<file path="src/verilog/afe_pkg.sv">
// afe_pkg: shared constants and types of the front-end configuration register bank
`default_nettype none
package afe_pkg;

  // ************************************************************
  // serial frame layout
  // ************************************************************
  localparam int          ADDR_W      = 4;
  localparam int          DATA_W      = 10;
  localparam int          FRAME_BITS  = ADDR_W + DATA_W;   // address first, msb first
  localparam int          NUM_CHAN    = 3;
  localparam logic [3:0]  FRAME_LEN   = 4'he;

  // ************************************************************
  // register addresses
  // ************************************************************
  localparam logic [3:0]  ADDR_RED_GAIN_CODE     = 4'h0;
  localparam logic [3:0]  ADDR_GREEN_GAIN_CODE   = 4'h1;
  localparam logic [3:0]  ADDR_BLUE_GAIN_CODE    = 4'h2;
  localparam logic [3:0]  ADDR_RED_OFFSET_TRIM   = 4'h3;
  localparam logic [3:0]  ADDR_GREEN_OFFSET_TRIM = 4'h4;
  localparam logic [3:0]  ADDR_BLUE_OFFSET_TRIM  = 4'h5;
  localparam logic [3:0]  ADDR_MODE_ONE          = 4'h6;
  localparam logic [3:0]  ADDR_MODE_TWO          = 4'h7;

  // ************************************************************
  // field positions inside the 10-bit data word
  // ************************************************************
  localparam int GAIN_MSB     = 9;   // gain code sits in bits 9..1, bit 0 ignored
  localparam int GAIN_LSB     = 1;
  localparam int COARSE_MSB   = 9;
  localparam int COARSE_LSB   = 8;
  localparam int FINE_MSB     = 7;
  localparam int FINE_LSB     = 0;
  localparam int M1_MUX_MSB   = 9;
  localparam int M1_MUX_LSB   = 7;
  localparam int M1_GS_BIT    = 6;
  localparam int M1_LC_BIT    = 5;
  localparam int M1_CIS_BIT   = 4;
  localparam int M1_NIB_BIT   = 3;
  localparam int M1_CLV_MSB   = 2;
  localparam int M1_CLV_LSB   = 0;
  localparam int M2_PD_BIT    = 9;
  localparam int M2_OE_BIT    = 8;
  localparam int M2_LPOL_BIT  = 3;
  localparam int M2_APOL_BIT  = 2;
  localparam int M2_BPOL_BIT  = 1;
  localparam int M2_VPOL_BIT  = 0;

  // ************************************************************
  // reset values
  // ************************************************************
  localparam logic [8:0]  GAIN_RESET    = 9'h000;
  localparam logic [1:0]  COARSE_ZERO   = 2'h0;    // zero coarse offset
  localparam logic [7:0]  FINE_ZERO     = 8'h00;   // zero fine offset
  localparam logic [2:0]  MUX_RESET     = 3'h0;    // three-channel
  localparam logic [2:0]  CLAMP_RESET   = 3'h6;
  localparam logic        NIBBLE_RESET  = 1'b1;
  localparam logic        GS_RESET      = 1'b0;    // low gain range
  localparam logic        LC_RESET      = 1'b0;    // line clamp off
  localparam logic        CIS_RESET     = 1'b0;    // ccd imager
  localparam logic        DRIVE_RESET   = 1'b1;    // output bus driven

  // input mux codes
  localparam logic [2:0]  MUX_RGB = 3'h0;
  localparam logic [2:0]  MUX_R   = 3'h1;
  localparam logic [2:0]  MUX_G   = 3'h2;
  localparam logic [2:0]  MUX_B   = 3'h3;
  localparam logic [2:0]  MUX_RG  = 3'h4;
  localparam logic [2:0]  MUX_GR  = 3'h5;
  localparam logic [2:0]  MUX_GB  = 3'h6;
  localparam logic [2:0]  MUX_BR  = 3'h7;

  // channels in use per mux code, {blue, green, red}
  localparam logic [2:0]  USE_RGB = 3'h7;
  localparam logic [2:0]  USE_R   = 3'h1;
  localparam logic [2:0]  USE_G   = 3'h2;
  localparam logic [2:0]  USE_B   = 3'h4;
  localparam logic [2:0]  USE_RG  = 3'h3;
  localparam logic [2:0]  USE_GB  = 3'h6;
  localparam logic [2:0]  USE_BR  = 3'h5;

  // ************************************************************
  // carriers
  // ************************************************************
  typedef struct packed {
    logic [8:0] gain_code;
    logic [1:0] coarse_offset_field;
    logic [7:0] fine_offset_field;
  } afe_chan_cfg_t;

  typedef struct packed {
    logic [2:0] input_mux_select;
    logic       gain_range_select;
    logic       line_clamp_enable;
    logic       imager_type_select;  // 0 ccd, 1 cis
    logic       nibble_output;       // 0 byte, 1 nibble
    logic [2:0] clamp_level_select;
  } afe_mode_one_t;

  typedef struct packed {
    logic power_down_control;
    logic output_tristate;
    logic line_clamp_invert;
    logic adc_clock_invert;
    logic black_sample_invert;
    logic video_sample_invert;
  } afe_mode_two_t;

endpackage : afe_pkg
`default_nettype wire

</file>
<file path="src/verilog/afe_ser_rx.sv">
// afe_ser_rx: three-pin serial write port, synchronised to mclk
`timescale 1ns/1ps
`default_nettype none
module afe_ser_rx
  import afe_pkg::*;
(
  input  wire logic              mclk,
  input  wire logic              rst_b,
  input  wire logic              ser_clk_pin,
  input  wire logic              ser_data_pin,
  input  wire logic              ser_load_b_pin,
  output var  logic              frame_valid,
  output var  logic [ADDR_W-1:0] frame_addr,
  output var  logic [DATA_W-1:0] frame_data
);

  // ************************************************************
  // pin synchronisers
  // ************************************************************
  logic [2:0] sync_a;   // first stage, read only by sync_b
  logic [2:0] sync_b;
  logic [2:0] sync_c;   // delayed copy for edge detection

  // three pins, two flops each, plus one more for edges
  always_ff @(posedge mclk) begin
    if (!rst_b) begin
      sync_a <= 3'h7;
      sync_b <= 3'h7;
      sync_c <= 3'h7;
    end else begin
      sync_a <= {ser_load_b_pin, ser_data_pin, ser_clk_pin};
      sync_b <= sync_a;
      sync_c <= sync_b;
    end
  end

  // ************************************************************
  // shift and frame detection
  // ************************************************************
  logic                  clk_rise;
  logic                  load_rise;
  logic                  load_b;
  logic [FRAME_BITS-1:0] shift;
  logic [3:0]            count;
  logic                  next_valid;

  assign load_b     = sync_b[2];
  assign clk_rise   = sync_b[0] & ~sync_c[0] & ~load_b;
  assign load_rise  = sync_b[2] & ~sync_c[2];
  // wrong bit counts are dropped so a torn frame never lands in a register
  assign next_valid = load_rise & (count == FRAME_LEN);

  // shift on clock rise while load is low; count saturates
  always_ff @(posedge mclk) begin
    if (!rst_b) begin
      shift <= '0;
      count <= 4'h0;
    end else if (load_b) begin
      count <= 4'h0;
    end else if (clk_rise) begin
      shift <= {shift[FRAME_BITS-2:0], sync_b[1]};
      count <= (count == 4'hf) ? count : count + 4'h1;
    end
  end

  // frame word latched at load release
  always_ff @(posedge mclk) begin
    if (!rst_b) begin
      frame_valid <= 1'b0;
      frame_addr  <= '0;
      frame_data  <= '0;
    end else begin
      frame_valid <= next_valid;
      if (next_valid) begin
        frame_addr <= shift[FRAME_BITS-1:DATA_W];
        frame_data <= shift[DATA_W-1:0];
      end
    end
  end

endmodule : afe_ser_rx
`default_nettype wire

</file>
<file path="src/verilog/afe_cfg_regs.sv">
// afe_cfg_regs: gain, offset and mode registers of the three-channel front end
`timescale 1ns/1ps
`default_nettype none

module afe_cfg_regs
  import afe_pkg::*;
(
  input  wire logic          mclk,
  input  wire logic          rst_b,
  input  wire logic          ser_clk_pin,
  input  wire logic          ser_data_pin,
  input  wire logic          ser_load_b_pin,
  output var  afe_chan_cfg_t chan_cfg [NUM_CHAN],
  output var  afe_mode_one_t mode_one,
  output var  afe_mode_two_t mode_two,
  output var  logic [2:0]    chan_active,
  output var  logic          high_gain_range,
  output var  logic          data_bus_drive
);

  // ************************************************************
  // serial write port
  // ************************************************************
  logic              wr_valid;
  logic [ADDR_W-1:0] wr_addr;
  logic [DATA_W-1:0] wr_data;

  // the only path into the registers
  afe_ser_rx u_ser_rx (
    .mclk           (mclk),
    .rst_b          (rst_b),
    .ser_clk_pin    (ser_clk_pin),
    .ser_data_pin   (ser_data_pin),
    .ser_load_b_pin (ser_load_b_pin),
    .frame_valid    (wr_valid),
    .frame_addr     (wr_addr),
    .frame_data     (wr_data)
  );

  // ************************************************************
  // address decode
  // ************************************************************
  logic       wr_mode_one;
  logic       wr_mode_two;
  logic [8:0] wr_gain_field;
  logic [1:0] wr_coarse_field;
  logic [7:0] wr_fine_field;

  // delay, test and reset addresses are not held here and are ignored;
  // an unmapped address is dropped, never folded onto a held register
  assign wr_mode_one = wr_valid & (wr_addr == ADDR_MODE_ONE);
  assign wr_mode_two = wr_valid & (wr_addr == ADDR_MODE_TWO);

  // field slices of the incoming word, shared by all three channels
  assign wr_gain_field   = wr_data[GAIN_MSB:GAIN_LSB];
  assign wr_coarse_field = wr_data[COARSE_MSB:COARSE_LSB];
  assign wr_fine_field   = wr_data[FINE_MSB:FINE_LSB];

  // ************************************************************
  // per-channel gain and offset registers
  // ************************************************************
  genvar ch;
  generate
    for (ch = 0; ch < NUM_CHAN; ch++) begin : g_chan
      logic wr_gain;
      logic wr_offset;

      // each channel decodes its own pair of addresses;
      // both register groups run red, green, blue, so ch steps both bases
      assign wr_gain   = wr_valid &
                         (wr_addr == ADDR_RED_GAIN_CODE + ADDR_W'(ch));
      assign wr_offset = wr_valid &
                         (wr_addr == ADDR_RED_OFFSET_TRIM + ADDR_W'(ch));

      // gain code; bit 0 of the word is dropped on purpose
      always_ff @(posedge mclk) begin
        if (!rst_b) begin
          chan_cfg[ch].gain_code <= GAIN_RESET;
        end else if (wr_gain) begin
          chan_cfg[ch].gain_code <= wr_gain_field;
        end
      end

      // coarse and fine trims pass straight through; the sign convention
      // lives in the analog stage so the code is not remapped here
      always_ff @(posedge mclk) begin
        if (!rst_b) begin
          chan_cfg[ch].coarse_offset_field <= COARSE_ZERO;
          chan_cfg[ch].fine_offset_field   <= FINE_ZERO;
        end else if (wr_offset) begin
          chan_cfg[ch].coarse_offset_field <= wr_coarse_field;
          chan_cfg[ch].fine_offset_field   <= wr_fine_field;
        end
      end
    end
  endgenerate

  // ************************************************************
  // mode one
  // ************************************************************
  afe_mode_one_t next_mode_one;

  // field unpack of the incoming word;
  // fields are stored as written, their meaning is decoded in the analog stage
  assign next_mode_one = '{
    input_mux_select:   wr_data[M1_MUX_MSB:M1_MUX_LSB],
    gain_range_select:  wr_data[M1_GS_BIT],
    line_clamp_enable:  wr_data[M1_LC_BIT],
    imager_type_select: wr_data[M1_CIS_BIT],
    nibble_output:      wr_data[M1_NIB_BIT],
    clamp_level_select: wr_data[M1_CLV_MSB:M1_CLV_LSB]
  };

  // defaults: three-channel, low range, ccd, nibble, clamp code six
  always_ff @(posedge mclk) begin
    if (!rst_b) begin
      mode_one <= '{
        input_mux_select:   MUX_RESET,
        gain_range_select:  GS_RESET,
        line_clamp_enable:  LC_RESET,
        imager_type_select: CIS_RESET,
        nibble_output:      NIBBLE_RESET,
        clamp_level_select: CLAMP_RESET
      };
    end else if (wr_mode_one) begin
      mode_one <= next_mode_one;
    end
  end

  // ************************************************************
  // mode two
  // ************************************************************
  afe_mode_two_t next_mode_two;

  // bits 7..4 are unused and simply not stored;
  // the output enable bit is a tristate request: a one floats the bus
  assign next_mode_two = '{
    power_down_control:  wr_data[M2_PD_BIT],
    output_tristate:     wr_data[M2_OE_BIT],
    line_clamp_invert:   wr_data[M2_LPOL_BIT],
    adc_clock_invert:    wr_data[M2_APOL_BIT],
    black_sample_invert: wr_data[M2_BPOL_BIT],
    video_sample_invert: wr_data[M2_VPOL_BIT]
  };

  // power down leaves every register intact; the port keeps running
  always_ff @(posedge mclk) begin
    if (!rst_b) begin
      mode_two <= '0;
    end else if (wr_mode_two) begin
      mode_two <= next_mode_two;
    end
  end

  // ************************************************************
  // derived controls for the analog side
  // ************************************************************
  logic [2:0] next_active;
  logic [2:0] next_mux;
  logic       next_range;
  logic       next_pd;
  logic       next_tristate;
  logic       next_drive;

  // mux code in force after this edge, so the mask moves with mode one
  assign next_mux = wr_mode_one ? next_mode_one.input_mux_select
                                : mode_one.input_mux_select;

  // channel mask {blue, green, red}; unused channels may be powered down
  always_comb begin
    next_active = USE_RGB;
    case (next_mux)
      MUX_RGB: next_active = USE_RGB;
      MUX_R:   next_active = USE_R;
      MUX_G:   next_active = USE_G;
      MUX_B:   next_active = USE_B;
      MUX_RG:  next_active = USE_RG;
      MUX_GR:  next_active = USE_RG;
      MUX_GB:  next_active = USE_GB;
      MUX_BR:  next_active = USE_BR;
      default: next_active = USE_RGB;
    endcase
  end

  // gain scale follows the range bit together with the code registers
  assign next_range = wr_mode_one ? next_mode_one.gain_range_select
                                  : mode_one.gain_range_select;

  // power-down and tristate bits in force after this edge
  assign next_pd       = wr_mode_two ? next_mode_two.power_down_control
                                     : mode_two.power_down_control;
  assign next_tristate = wr_mode_two ? next_mode_two.output_tristate
                                     : mode_two.output_tristate;
  // bus driven only when enabled and not powered down; power down wins so
  // a sleeping part never fights another device sharing the data bus
  assign next_drive = ~(next_tristate | next_pd);

  // registered so every output leaves straight from a flop, in step with the mode regs;
  // one flop each keeps the analog controls free of decode glitches
  always_ff @(posedge mclk) begin
    if (!rst_b) begin
      chan_active     <= USE_RGB;
      high_gain_range <= GS_RESET;
      data_bus_drive  <= DRIVE_RESET;
    end else begin
      chan_active     <= next_active;
      high_gain_range <= next_range;
      data_bus_drive  <= next_drive;
    end
  end

endmodule : afe_cfg_regs
`default_nettype wire

</file>
<file path="config.mk">
export PLATFORM = sky130hd
export DESIGN_NAME = afe_cfg_regs
export DESIGN_NICKNAME = d
export VERILOG_FILES = /design/src/verilog/afe_pkg.sv /design/src/verilog/afe_ser_rx.sv /design/src/verilog/afe_cfg_regs.sv
export SDC_FILE = /design/constraint.sdc
export NUM_CORES = 1
export LEC_CHECK = 0
export BUFFER_PORTS_ARGS = -buffer_cell sky130_fd_sc_hd__buf_2
export CORE_UTILIZATION = 55
export DETAILED_ROUTE_END_ITERATION = 12
export PLACE_DENSITY = 0.76
export SLEW_MARGIN = 15
export SYNTH_ARGS = -nofsm -noshare
export SYNTH_HDL_FRONTEND = slang
export SYNTH_HIERARCHICAL = 1
export SYNTH_SLANG_ARGS = --single-unit
</file>
<file path="constraint.sdc">
create_clock -name mclk -period 2.35 [get_ports mclk]
set_input_delay 0.47 -clock mclk [delete_from_list [all_inputs] [get_ports mclk]]
set_output_delay 0.47 -clock mclk [all_outputs]
set_load 0.03 [all_outputs]
</file>
=== After elaboration in Yosys (flattened, before gate mapping) ===
Memories as Yosys holds them, arrays and structs flattened. A register that Yosys moved wholly into a read port is not among the register bits.
Cells that the tools add are included.

* Register bits after elaboration: 117
* Memory bits (read-only): 24
* Input bits: 5
* Word-level logic and storage cells: 70
* Memories kept: 1

* Add/sub/neg operators: 1
* Equality and inequality tests: 9
* Mux-type cells: 4
* Bitwise gates (word level): 19
* Reduce and logical (&&, ||, !) cells: 5

{| class="wikitable"
|+ Memory list
! name !! words !! bits a word !! rd ports !! clocked after Yosys merged registers in !! write ports !! line !! RTL
|-
| (no name shown) || 8 || 3 || 1 || 1 || 0 || afe_cfg_regs.sv:172 || <nowiki>case (next_mux)</nowiki>
|}

{| class="wikitable"
|+ Operators with widths
! operator !! count
|-
| 4-bit by 3-bit equality test with 1-bit output (second input constant) || 4
|-
| 1-bit bitwise AND || 12
|-
| 4-bit by 2-bit equality test with 1-bit output (second input constant) || 2
|-
| 4-bit equality test (second input constant) || 2
|-
| 1-bit inverter || 6
|-
| 4-bit by 1-bit adder with 4-bit output (second input constant) || 1
|-
| 4-bit by 1-bit equality test with 1-bit output (second input constant) || 1
|-
| 4-bit logical NOT || 1
|-
| 2-bit AND reduction || 2
|-
| 1-bit two-way mux || 3
|-
| 3-bit two-way mux || 1
|-
| 2-bit OR reduction || 1
|-
| 1-bit logical NOT || 1
|-
| 1-bit OR || 1
|}

=== Longest topological paths before layout ===
Gate-level depths: netlist of the first run.

* Depth after elaboration: 5
* Mapped depth: 7
* Depth with buffers taken out: 7

=== Cells and area by module ===
Netlist of the first run, hierarchy kept.

{| class="wikitable"
|+ Modules (own cells, without submodules)
! module !! times used !! cells an instance !! area each (sq um)
|-
| afe_cfg_regs || 1 || 306 || 3062.9
|-
| afe_ser_rx || 1 || 168 || 1466.4
|}

=== Worst setup path after synthesis of the first run ===
No wires, ideal clock.

* Kind: flip-flop to flip-flop
* Start point: reg u_ser_rx.frame_addr[2]
* End point: reg chan_active[2]
* Setup time: 0.126 ns
* Arrival: 1.671 ns
* Data required time: 2.224 ns
* Path slack: 0.553 ns
* Cell stages (with the launch flop): 8
* Buffers on the path: 0
* Period minus slack after synthesis: 1.797 ns
* Path through: dfxtp_1 nor3b_4 nand3_2 mux2_4 ha_1 o21ai_0 mux2_2 nand2_1

* Longest elaborated chain between the ends: 3

{| class="wikitable"
|+ Ends and longest elaborated chain
! item !! line !! RTL
|-
| start, declared || afe_ser_rx.sv:13 || <nowiki>output var logic [ADDR_W-1:0] frame_addr,</nowiki>
|-
| start signal, assigned || afe_ser_rx.sv:75 || <nowiki>frame_addr <= shift[FRAME_BITS-1:DATA_W];</nowiki>
|-
| 4-bit by 3-bit equality test with 1-bit output || afe_cfg_regs.sv:51 || <nowiki>assign wr_mode_one = wr_valid & (wr_addr == ADDR_MODE_ONE);</nowiki>
|-
| 1-bit bitwise AND || afe_cfg_regs.sv:51 ||
|-
| 3-bit two-way mux || afe_cfg_regs.sv:166 || <nowiki>assign next_mux = wr_mode_one ? next_mode_one.input_mux_select</nowiki>
|-
| end, declared || afe_cfg_regs.sv:16 || <nowiki>output var logic [2:0] chan_active,</nowiki>
|}

No other way between the ends.
A chain may end at the register's enable or synchronous reset.

=== Worst setup path in the final report of the first run ===
Same ends and word-level chain as after synthesis.

==> results of run 1 <==
==> per-layer routing <==
metal	vias to the layer above	GRT usage, %	share of wire, %
met5	-	0	0
met4	0	10.64	1.5
met3	11	7.061	5.0
met2	112	40.49	48
met1	1709	33.56	46
li1	1757	-	-
==> logic make-up (layout without fill, tap and decap cells) <==
logic type	after synthesis	after routing
simple gates	187	187
flops	119	119
compound gates	78	78
mux	49	49
buf+inv	38	128
fa+ha+maj	3	3
==> cell type report <==
type	count	area [um2]	share of cell area [%]
Multi-Input combinational cell	317	1976	35.44
Sequential cell	119	2382	42.73
Timing Repair Buffer	92	485.5	8.707
Tap cell	102	127.6	2.289
Inverter	4	15.01	0.2693
Clock buffer	19	441.7	7.922
Clock inverter	13	147.6	2.648
==> stage by stage <==
step	std cells	total power [uW]	cell area [um2]
2_1_floorplan	474	2108	4529
3_3_place_gp	634	2121	4986
3_5_place_dp	634	2122	4986
4_1_cts	666	4607	5575
5_1_grt	666	4704	5575
6_report	666	4582	5575
==> final timing paths <==
check / start / cells after the start / slack [ns] / endpoint
setup / recovery: u_ser_rx/frame_addr[2] / 8 / 0.38 / chan_active[2]
hold / removal: ser_clk_pin / 2 / 0.14 / u_ser_rx/sync_a[0]
setup reg to reg: u_ser_rx/frame_addr[2] / 8 / 0.38 / chan_active[2]
hold reg to reg: u_ser_rx/sync_a[0] / 1 / 0.41 / u_ser_rx/sync_b[0]
==> registers in the layout, indices dropped and copies added, names as in the netlist, 3 cells and up <==
register / count
u_ser_rx/count: 4
u_ser_rx/sync_b: 3
u_ser_rx/frame_addr: 4
chan_cfg: 57
mode_one: 10
mode_two: 6
chan_active: 3
u_ser_rx/sync_a: 3
u_ser_rx/frame_data: 10
u_ser_rx/shift: 14
==> synth_stat cells <==
cell	instances
a21boi_0	23
a21oi_1	32
and2_1	1
and3_1	2
and4b_1	2
buf_1	1
buf_2	11
buf_6	2
clkbuf_1	20
dfxtp_1	119
ha_1	3
inv_1	4
mux2_2	1
mux2_4	1
mux2i_1	47
nand2_1	66
nand2b_1	9
nand3_1	39
nand3_2	1
nand3b_1	1
nand4_1	1
nand4b_1	1
nor2_1	4
nor2_4	1
nor2b_1	48
nor3_1	3
nor3b_1	2
nor3b_2	1
nor3b_4	1
o21ai_0	19
o21ai_1	1
o22ai_1	1
o311ai_0	1
o31ai_1	1
or3_1	3
or3b_1	1
==> where the power goes <==
part | total (uW) | leakage (uW) | switching [uW] | internal [uW]
clock network | 2500 | 0.000265 | 933 | 1570
logic | 51.3 | 0.00110 | 27.9 | 23.4
registers | 2030 | 0.000960 | 2.91 | 2020
==> results.sh, run 1 <==
export IMPL_detail_route_vias_per_cell=5.389
export IMPL_die_width_um=92.75
export IMPL_end_kind="flop"
export IMPL_fillers=622
export IMPL_initial_core_util_pct=57.72
export IMPL_crit_family="multiplexers"
export IMPL_ys_seq_area_share_pct=52.60
export IMPL_grt_overflow=0
export IMPL_synth_cell_types=36
export IMPL_ctsResizeCount=0
export IMPL_grt_antenna_before_repair=0
export IMPL_drtAntennaViolNets=0
export IMPL_synthMuxAreaShare_pct=10.97
export IMPL_worstMarginPinSlew_ns=0.8257
export IMPL_tns_ns=0
export IMPL_layout_common_cells="dfxtp_1, buf_2, nand2_1"
export IMPL_setup_ws_ns=0.3802
export IMPL_finalMaxSlewViolations=0
export IMPL_worst_setup_path_type="flop to flop"
export IMPL_synthTopCellsByArea="dfxtp_1, mux2i_1, nor2b_1"
export IMPL_syn_inst=474
export IMPL_fin_skew_ns=0.009316
export IMPL_routed_wl_um=10610
export IMPL_leakage_uw=0.002328
export IMPL_track_usage_pct=25.83
export IMPL_synth_top_family_by_area="simple AND/OR/NAND/NOR gates"
export IMPL_num_rows=32
export IMPL_h_tree_depth=4
export IMPL_place_gp_congestion=0.7756
export IMPL_period_share_pct=83.82
export IMPL_synth_seq_cells=119
export IMPL_cts_tree="yes"
export IMPL_clock_fmax_mhz=507.7
export IMPL_final_net_count=559
export IMPL_slowest_delay_ns=0.38
export IMPL_critPathMaxFanout=13
export IMPL_insertedDiodeCount=0
export IMPL_rsz0062_at_grt="false"
export IMPL_path_buf_inv=1
export IMPL_initialDrtViolationCount=200
export IMPL_dr_pass1_iters=4
export IMPL_powerDensity_nw_per_um2=821.9
export IMPL_synth_compound_area_share_pct=10.06
export IMPL_syn_avg_cell_area_um2=9.556
export IMPL_status="finished clean"
export IMPL_synth_top_area_cell="dfxtp_1"
export IMPL_final_hold_viol_count=0
export IMPL_synthAdderAreaFrac_pct=0.8287
export IMPL_clock_path_buffers=2
export IMPL_yosysWarningCount=6
export IMPL_grt_start_max_net_pins=53
export IMPL_relSlewSlack_pct=44.89
export IMPL_cpMaxStageDelayCell="dfxtp_1"
export IMPL_grt_pass1_wl_um=16910
export IMPL_start_kind="flop"
export IMPL_fin_util_pct=71.05
export IMPL_ctsHoldBuffers=0
export IMPL_worstPathRequired_ns=2.73
export IMPL_synth_area_um2=4529
export IMPL_hold_ws_ns=0.1401
export IMPL_fp_dieH_um=92.75
export IMPL_drc_errors=0
export IMPL_synthXorXnorAreaFrac_pct=0
export IMPL_core_area_um2=7848
export IMPL_grt_pass1_vias=3381
export IMPL_cts_root_buf="clkbuf_8"
export IMPL_drv_cap=0
export IMPL_fin_crit_ns=1.970
export IMPL_path_common_cell="mux2i_1"
export IMPL_post_cts_buffers=0
export IMPL_syn_num_nets=482
export IMPL_final_common_cell="dfxtp_1"
export IMPL_die_area_um2=8602
export IMPL_clock_sinks=119
export IMPL_clkTransAtPathRegs_ns=0.06
export IMPL_hold_path_class="input pin to flop"
export IMPL_cts_made_buffers=17
export IMPL_syn_to_final_growth_pct=23.09
export IMPL_drive_gt1_share_pct=23.05
export IMPL_wl_per_cell_um=15.93
export IMPL_io_pins=83
export IMPL_pre_cts_ws_ns=0.4606
export IMPL_synthSimpleGateAreaFrac_pct=21.77
export IMPL_arrival_ns=2.35
export IMPL_ir_drop_mv=0.4884
export IMPL_crit_path_cell_trace="nor3b_4, nand3_2, buf_4, mux2i_1, ha_1, mux2i_1, mux2_2, nand2_1"
export IMPL_clock_latency_ns=0.51
export IMPL_num_vias=3589
export IMPL_port_buffers=82
export IMPL_setup_violations=0
export IMPL_hpwl_um=6660
export IMPL_synth_top_area_share_pct=52.60
(Power assumes the default switching activity.)
==> inputs of run 2 (changes only) <==
--- a/config.mk
+++ b/config.mk
@@ -5,10 +5,11 @@
 export SDC_FILE = /design/constraint.sdc
 export NUM_CORES = 1
 export LEC_CHECK = 0
+export ABC_AREA = 1
 export BUFFER_PORTS_ARGS = -buffer_cell sky130_fd_sc_hd__buf_2
-export CORE_UTILIZATION = 55
+export CORE_UTILIZATION = 54
 export DETAILED_ROUTE_END_ITERATION = 12
-export PLACE_DENSITY = 0.76
+export PLACE_DENSITY = 0.75
 export SLEW_MARGIN = 15
 export SYNTH_ARGS = -nofsm -noshare
 export SYNTH_HDL_FRONTEND = slang
==> constraint.sdc (replaced) <==
create_clock -name mclk -period 1.9 [get_ports mclk]
set_input_delay 0.38 -clock mclk [delete_from_list [all_inputs] [get_ports mclk]]
set_output_delay 0.38 -clock mclk [all_outputs]
set_load 0.03 [all_outputs]
==> results.sh, run 2 <==
export IMPL_hpwl_um=6448
export IMPL_routed_wl_um=9913
export IMPL_initialDrtViolationCount=178
export IMPL_cts_tree="yes"
export IMPL_finalMaxSlewViolations=0
export IMPL_regMostFlops="chan_cfg"
export IMPL_end_kind="flop"
export IMPL_clkTransAtPathRegs_ns=0.05
export IMPL_place_gp_congestion=0.8450
export IMPL_io_pins=83
export IMPL_ctsHoldBuffers=0
export IMPL_post_cts_buffers=0
export IMPL_period_share_pct=86.95
export IMPL_final_net_count=643
export IMPL_grt_overflow=0
export IMPL_insertedDiodeCount=0
export IMPL_synth_top_area_cell="dfxtp_1"
export IMPL_hold_path_class="input pin to flop"
export IMPL_arrival_ns=2.01
export IMPL_drive_gt1_share_pct=20.56
export IMPL_track_usage_pct=25.29
export IMPL_syn_inst=547
export IMPL_synth_area_um2=4285
export IMPL_rsz0062_at_grt="false"
export IMPL_ctsResizeCount=0
export IMPL_core_area_um2=7687
export IMPL_setup_violations=0
export IMPL_grt_antenna_before_repair=0
export IMPL_clock_latency_ns=0.51
export IMPL_detail_route_vias_per_cell=5.105
export IMPL_cts_root_buf="clkbuf_8"
export IMPL_dr_pass1_iters=4
export IMPL_final_common_cell="nor2_1"
export IMPL_synth_top_area_share_pct=55.59
export IMPL_layout_common_cells="nor2_1, dfxtp_1, o21ai_0"
export IMPL_fp_dieH_um=91.09
export IMPL_grt_pass1_wl_um=16350
export IMPL_hold_ws_ns=0.06038
export IMPL_num_rows=32
export IMPL_worstPathRequired_ns=2.26
export IMPL_worst_setup_path_type="flop to flop"
export IMPL_num_vias=3824
export IMPL_drtAntennaViolNets=0
export IMPL_fin_cells=749
export IMPL_start_kind="flop"
export IMPL_cts_made_buffers=17
export IMPL_grt_pass1_vias=3591
export IMPL_status="finished clean"
export IMPL_ys_seq_area_share_pct=55.59
export IMPL_ir_drop_mv=0.6593
export IMPL_syn_num_nets=555
export IMPL_synth_cell_types=24
export IMPL_grt_start_max_net_pins=56
export IMPL_critPathMaxFanout=18
export IMPL_reg_top3="chan_cfg (57), u_ser_rx/shift (14)"
export IMPL_place_inst=718
export IMPL_synthTopCellsByArea="dfxtp_1, nor2_1, o21ai_0"
export IMPL_synth_seq_cells=119
export IMPL_relSlewSlack_pct=62.56
export IMPL_clock_path_buffers=2
export IMPL_leakage_uw=0.002439
export IMPL_powerDensity_nw_per_um2=1060
export IMPL_drv_cap=0
export IMPL_syn_to_final_growth_pct=25.05
export IMPL_worstMarginPinSlew_ns=0.5601
export IMPL_yosysMostFrequentCell="nor2_1"
export IMPL_yosysWarningCount=6
export IMPL_clock_sinks=119
export IMPL_die_area_um2=8296
export IMPL_syn_avg_cell_area_um2=7.834
export IMPL_initial_core_util_pct=55.75
export IMPL_fin_crit_ns=1.652
export IMPL_ys_async_sr_fraction_pct=0
export IMPL_fin_util_pct=69.71
export IMPL_port_buffers=82
export IMPL_tns_ns=0
export IMPL_clock_fmax_mhz=605.3
export IMPL_finalPower_uw=5679
export IMPL_wl_per_cell_um=13.23
export IMPL_synth_edff_count=0
export IMPL_fin_skew_ns=0.009624
export IMPL_drc_errors=0
export IMPL_die_width_um=91.09
export IMPL_largest_reg_flops=57
export IMPL_synth_top_cells_by_count="nor2_1, dfxtp_1, o21ai_0"
export IMPL_synth_ff_type="dfxtp_1"
export IMPL_h_tree_depth=4
export IMPL_final_hold_viol_count=0
-- run 2: cell types whose count changed after synthesis, moves of 8 or more --
cell      change
o21ai_0      +70
nand2b_1      -9
buf_2         -9
nand3_1      -17
inv_1        +45
nand2_1      -26
nor2b_1      -48
nor2_1      +150
a21boi_0     -23
clkbuf_1      -8
mux2i_1      -47
-- run 2: worst paths after layout --
check / depth (start not counted) / slack [ns] / startpoint / endpoint
hold / removal: 2 / 0.06 / ser_load_b_pin / u_ser_rx/sync_a[2]
setup / recovery: 4 / 0.25 / u_ser_rx/frame_addr[3] / chan_cfg[54]
hold reg to reg: 1 / 0.41 / u_ser_rx/sync_a[0] / u_ser_rx/sync_b[0]
setup reg to reg: 4 / 0.25 / u_ser_rx/frame_addr[3] / chan_cfg[54]
-- run 2: area by class of cell --
| cell class | instances | area [um2] |
|---|---|---|
| inverter | 53 | 200.2 |
| timing repair buffer | 90 | 483.0 |
| clock inverter | 9 | 125.1 |
| tap | 102 | 127.6 |
| multi-input combinational | 354 | 1588 |
| clock buffer | 22 | 452.9 |
| sequential | 119 | 2382 |
| fill | 637 | 2328 |
-- run 2: per-layer routing --
layer  track usage (%)  wire length [um]  vias up
met2             46.65              5119      111
met4             11.38               219        0
li1                  -                 -     1921
met5                 0                 0        -
met1             27.43              3955     1772
met3             5.695               618       20
-- run 2: through the flow --
step | area, um2 | worst slack [ns]
after floorplan | 4285 | 0.3806
after global placement | 4781 | 0.4609
after detailed placement | 4781 | 0.3522
after CTS | 5359 | 0.2942
after global routing | 5359 | 0.1250
final | 5359 | 0.2479
-- run 2: worst max-delay path: stages, from the launching register on --
cell and delay (ns):
dfxtp_1 0.35, nor2_1 0.24, nand3_1 0.46, o21ai_0 0.39
a21oi_1 0.08
-- run 2: cells by family (layout without fill, tap and decap cells) --
logic type / count (synthesis) / in the layout / share of synthesized area (%)
AO/OA/AOI/OAI: 121 / 121 / 14.13
adder cells (fa/ha/maj): 3 / 3 / 0.8760
buffers and inverters: 74 / 174 / 7.357
flip-flops: 119 / 119 / 55.59
AND/OR/NAND/NOR: 230 / 230 / 22.04
-- run 2: report_power, final --
| group | internal [uW] | total (uW) | leakage (uW) | switching, uW |
|---|---|---|---|---|
| clock | 2050 | 3080 | 0.000281 | 1030 |
| combinational | 32.8 | 89.7 | 0.00120 | 56.9 |
| sequential | 2510 | 2510 | 0.000960 | 4.31 |
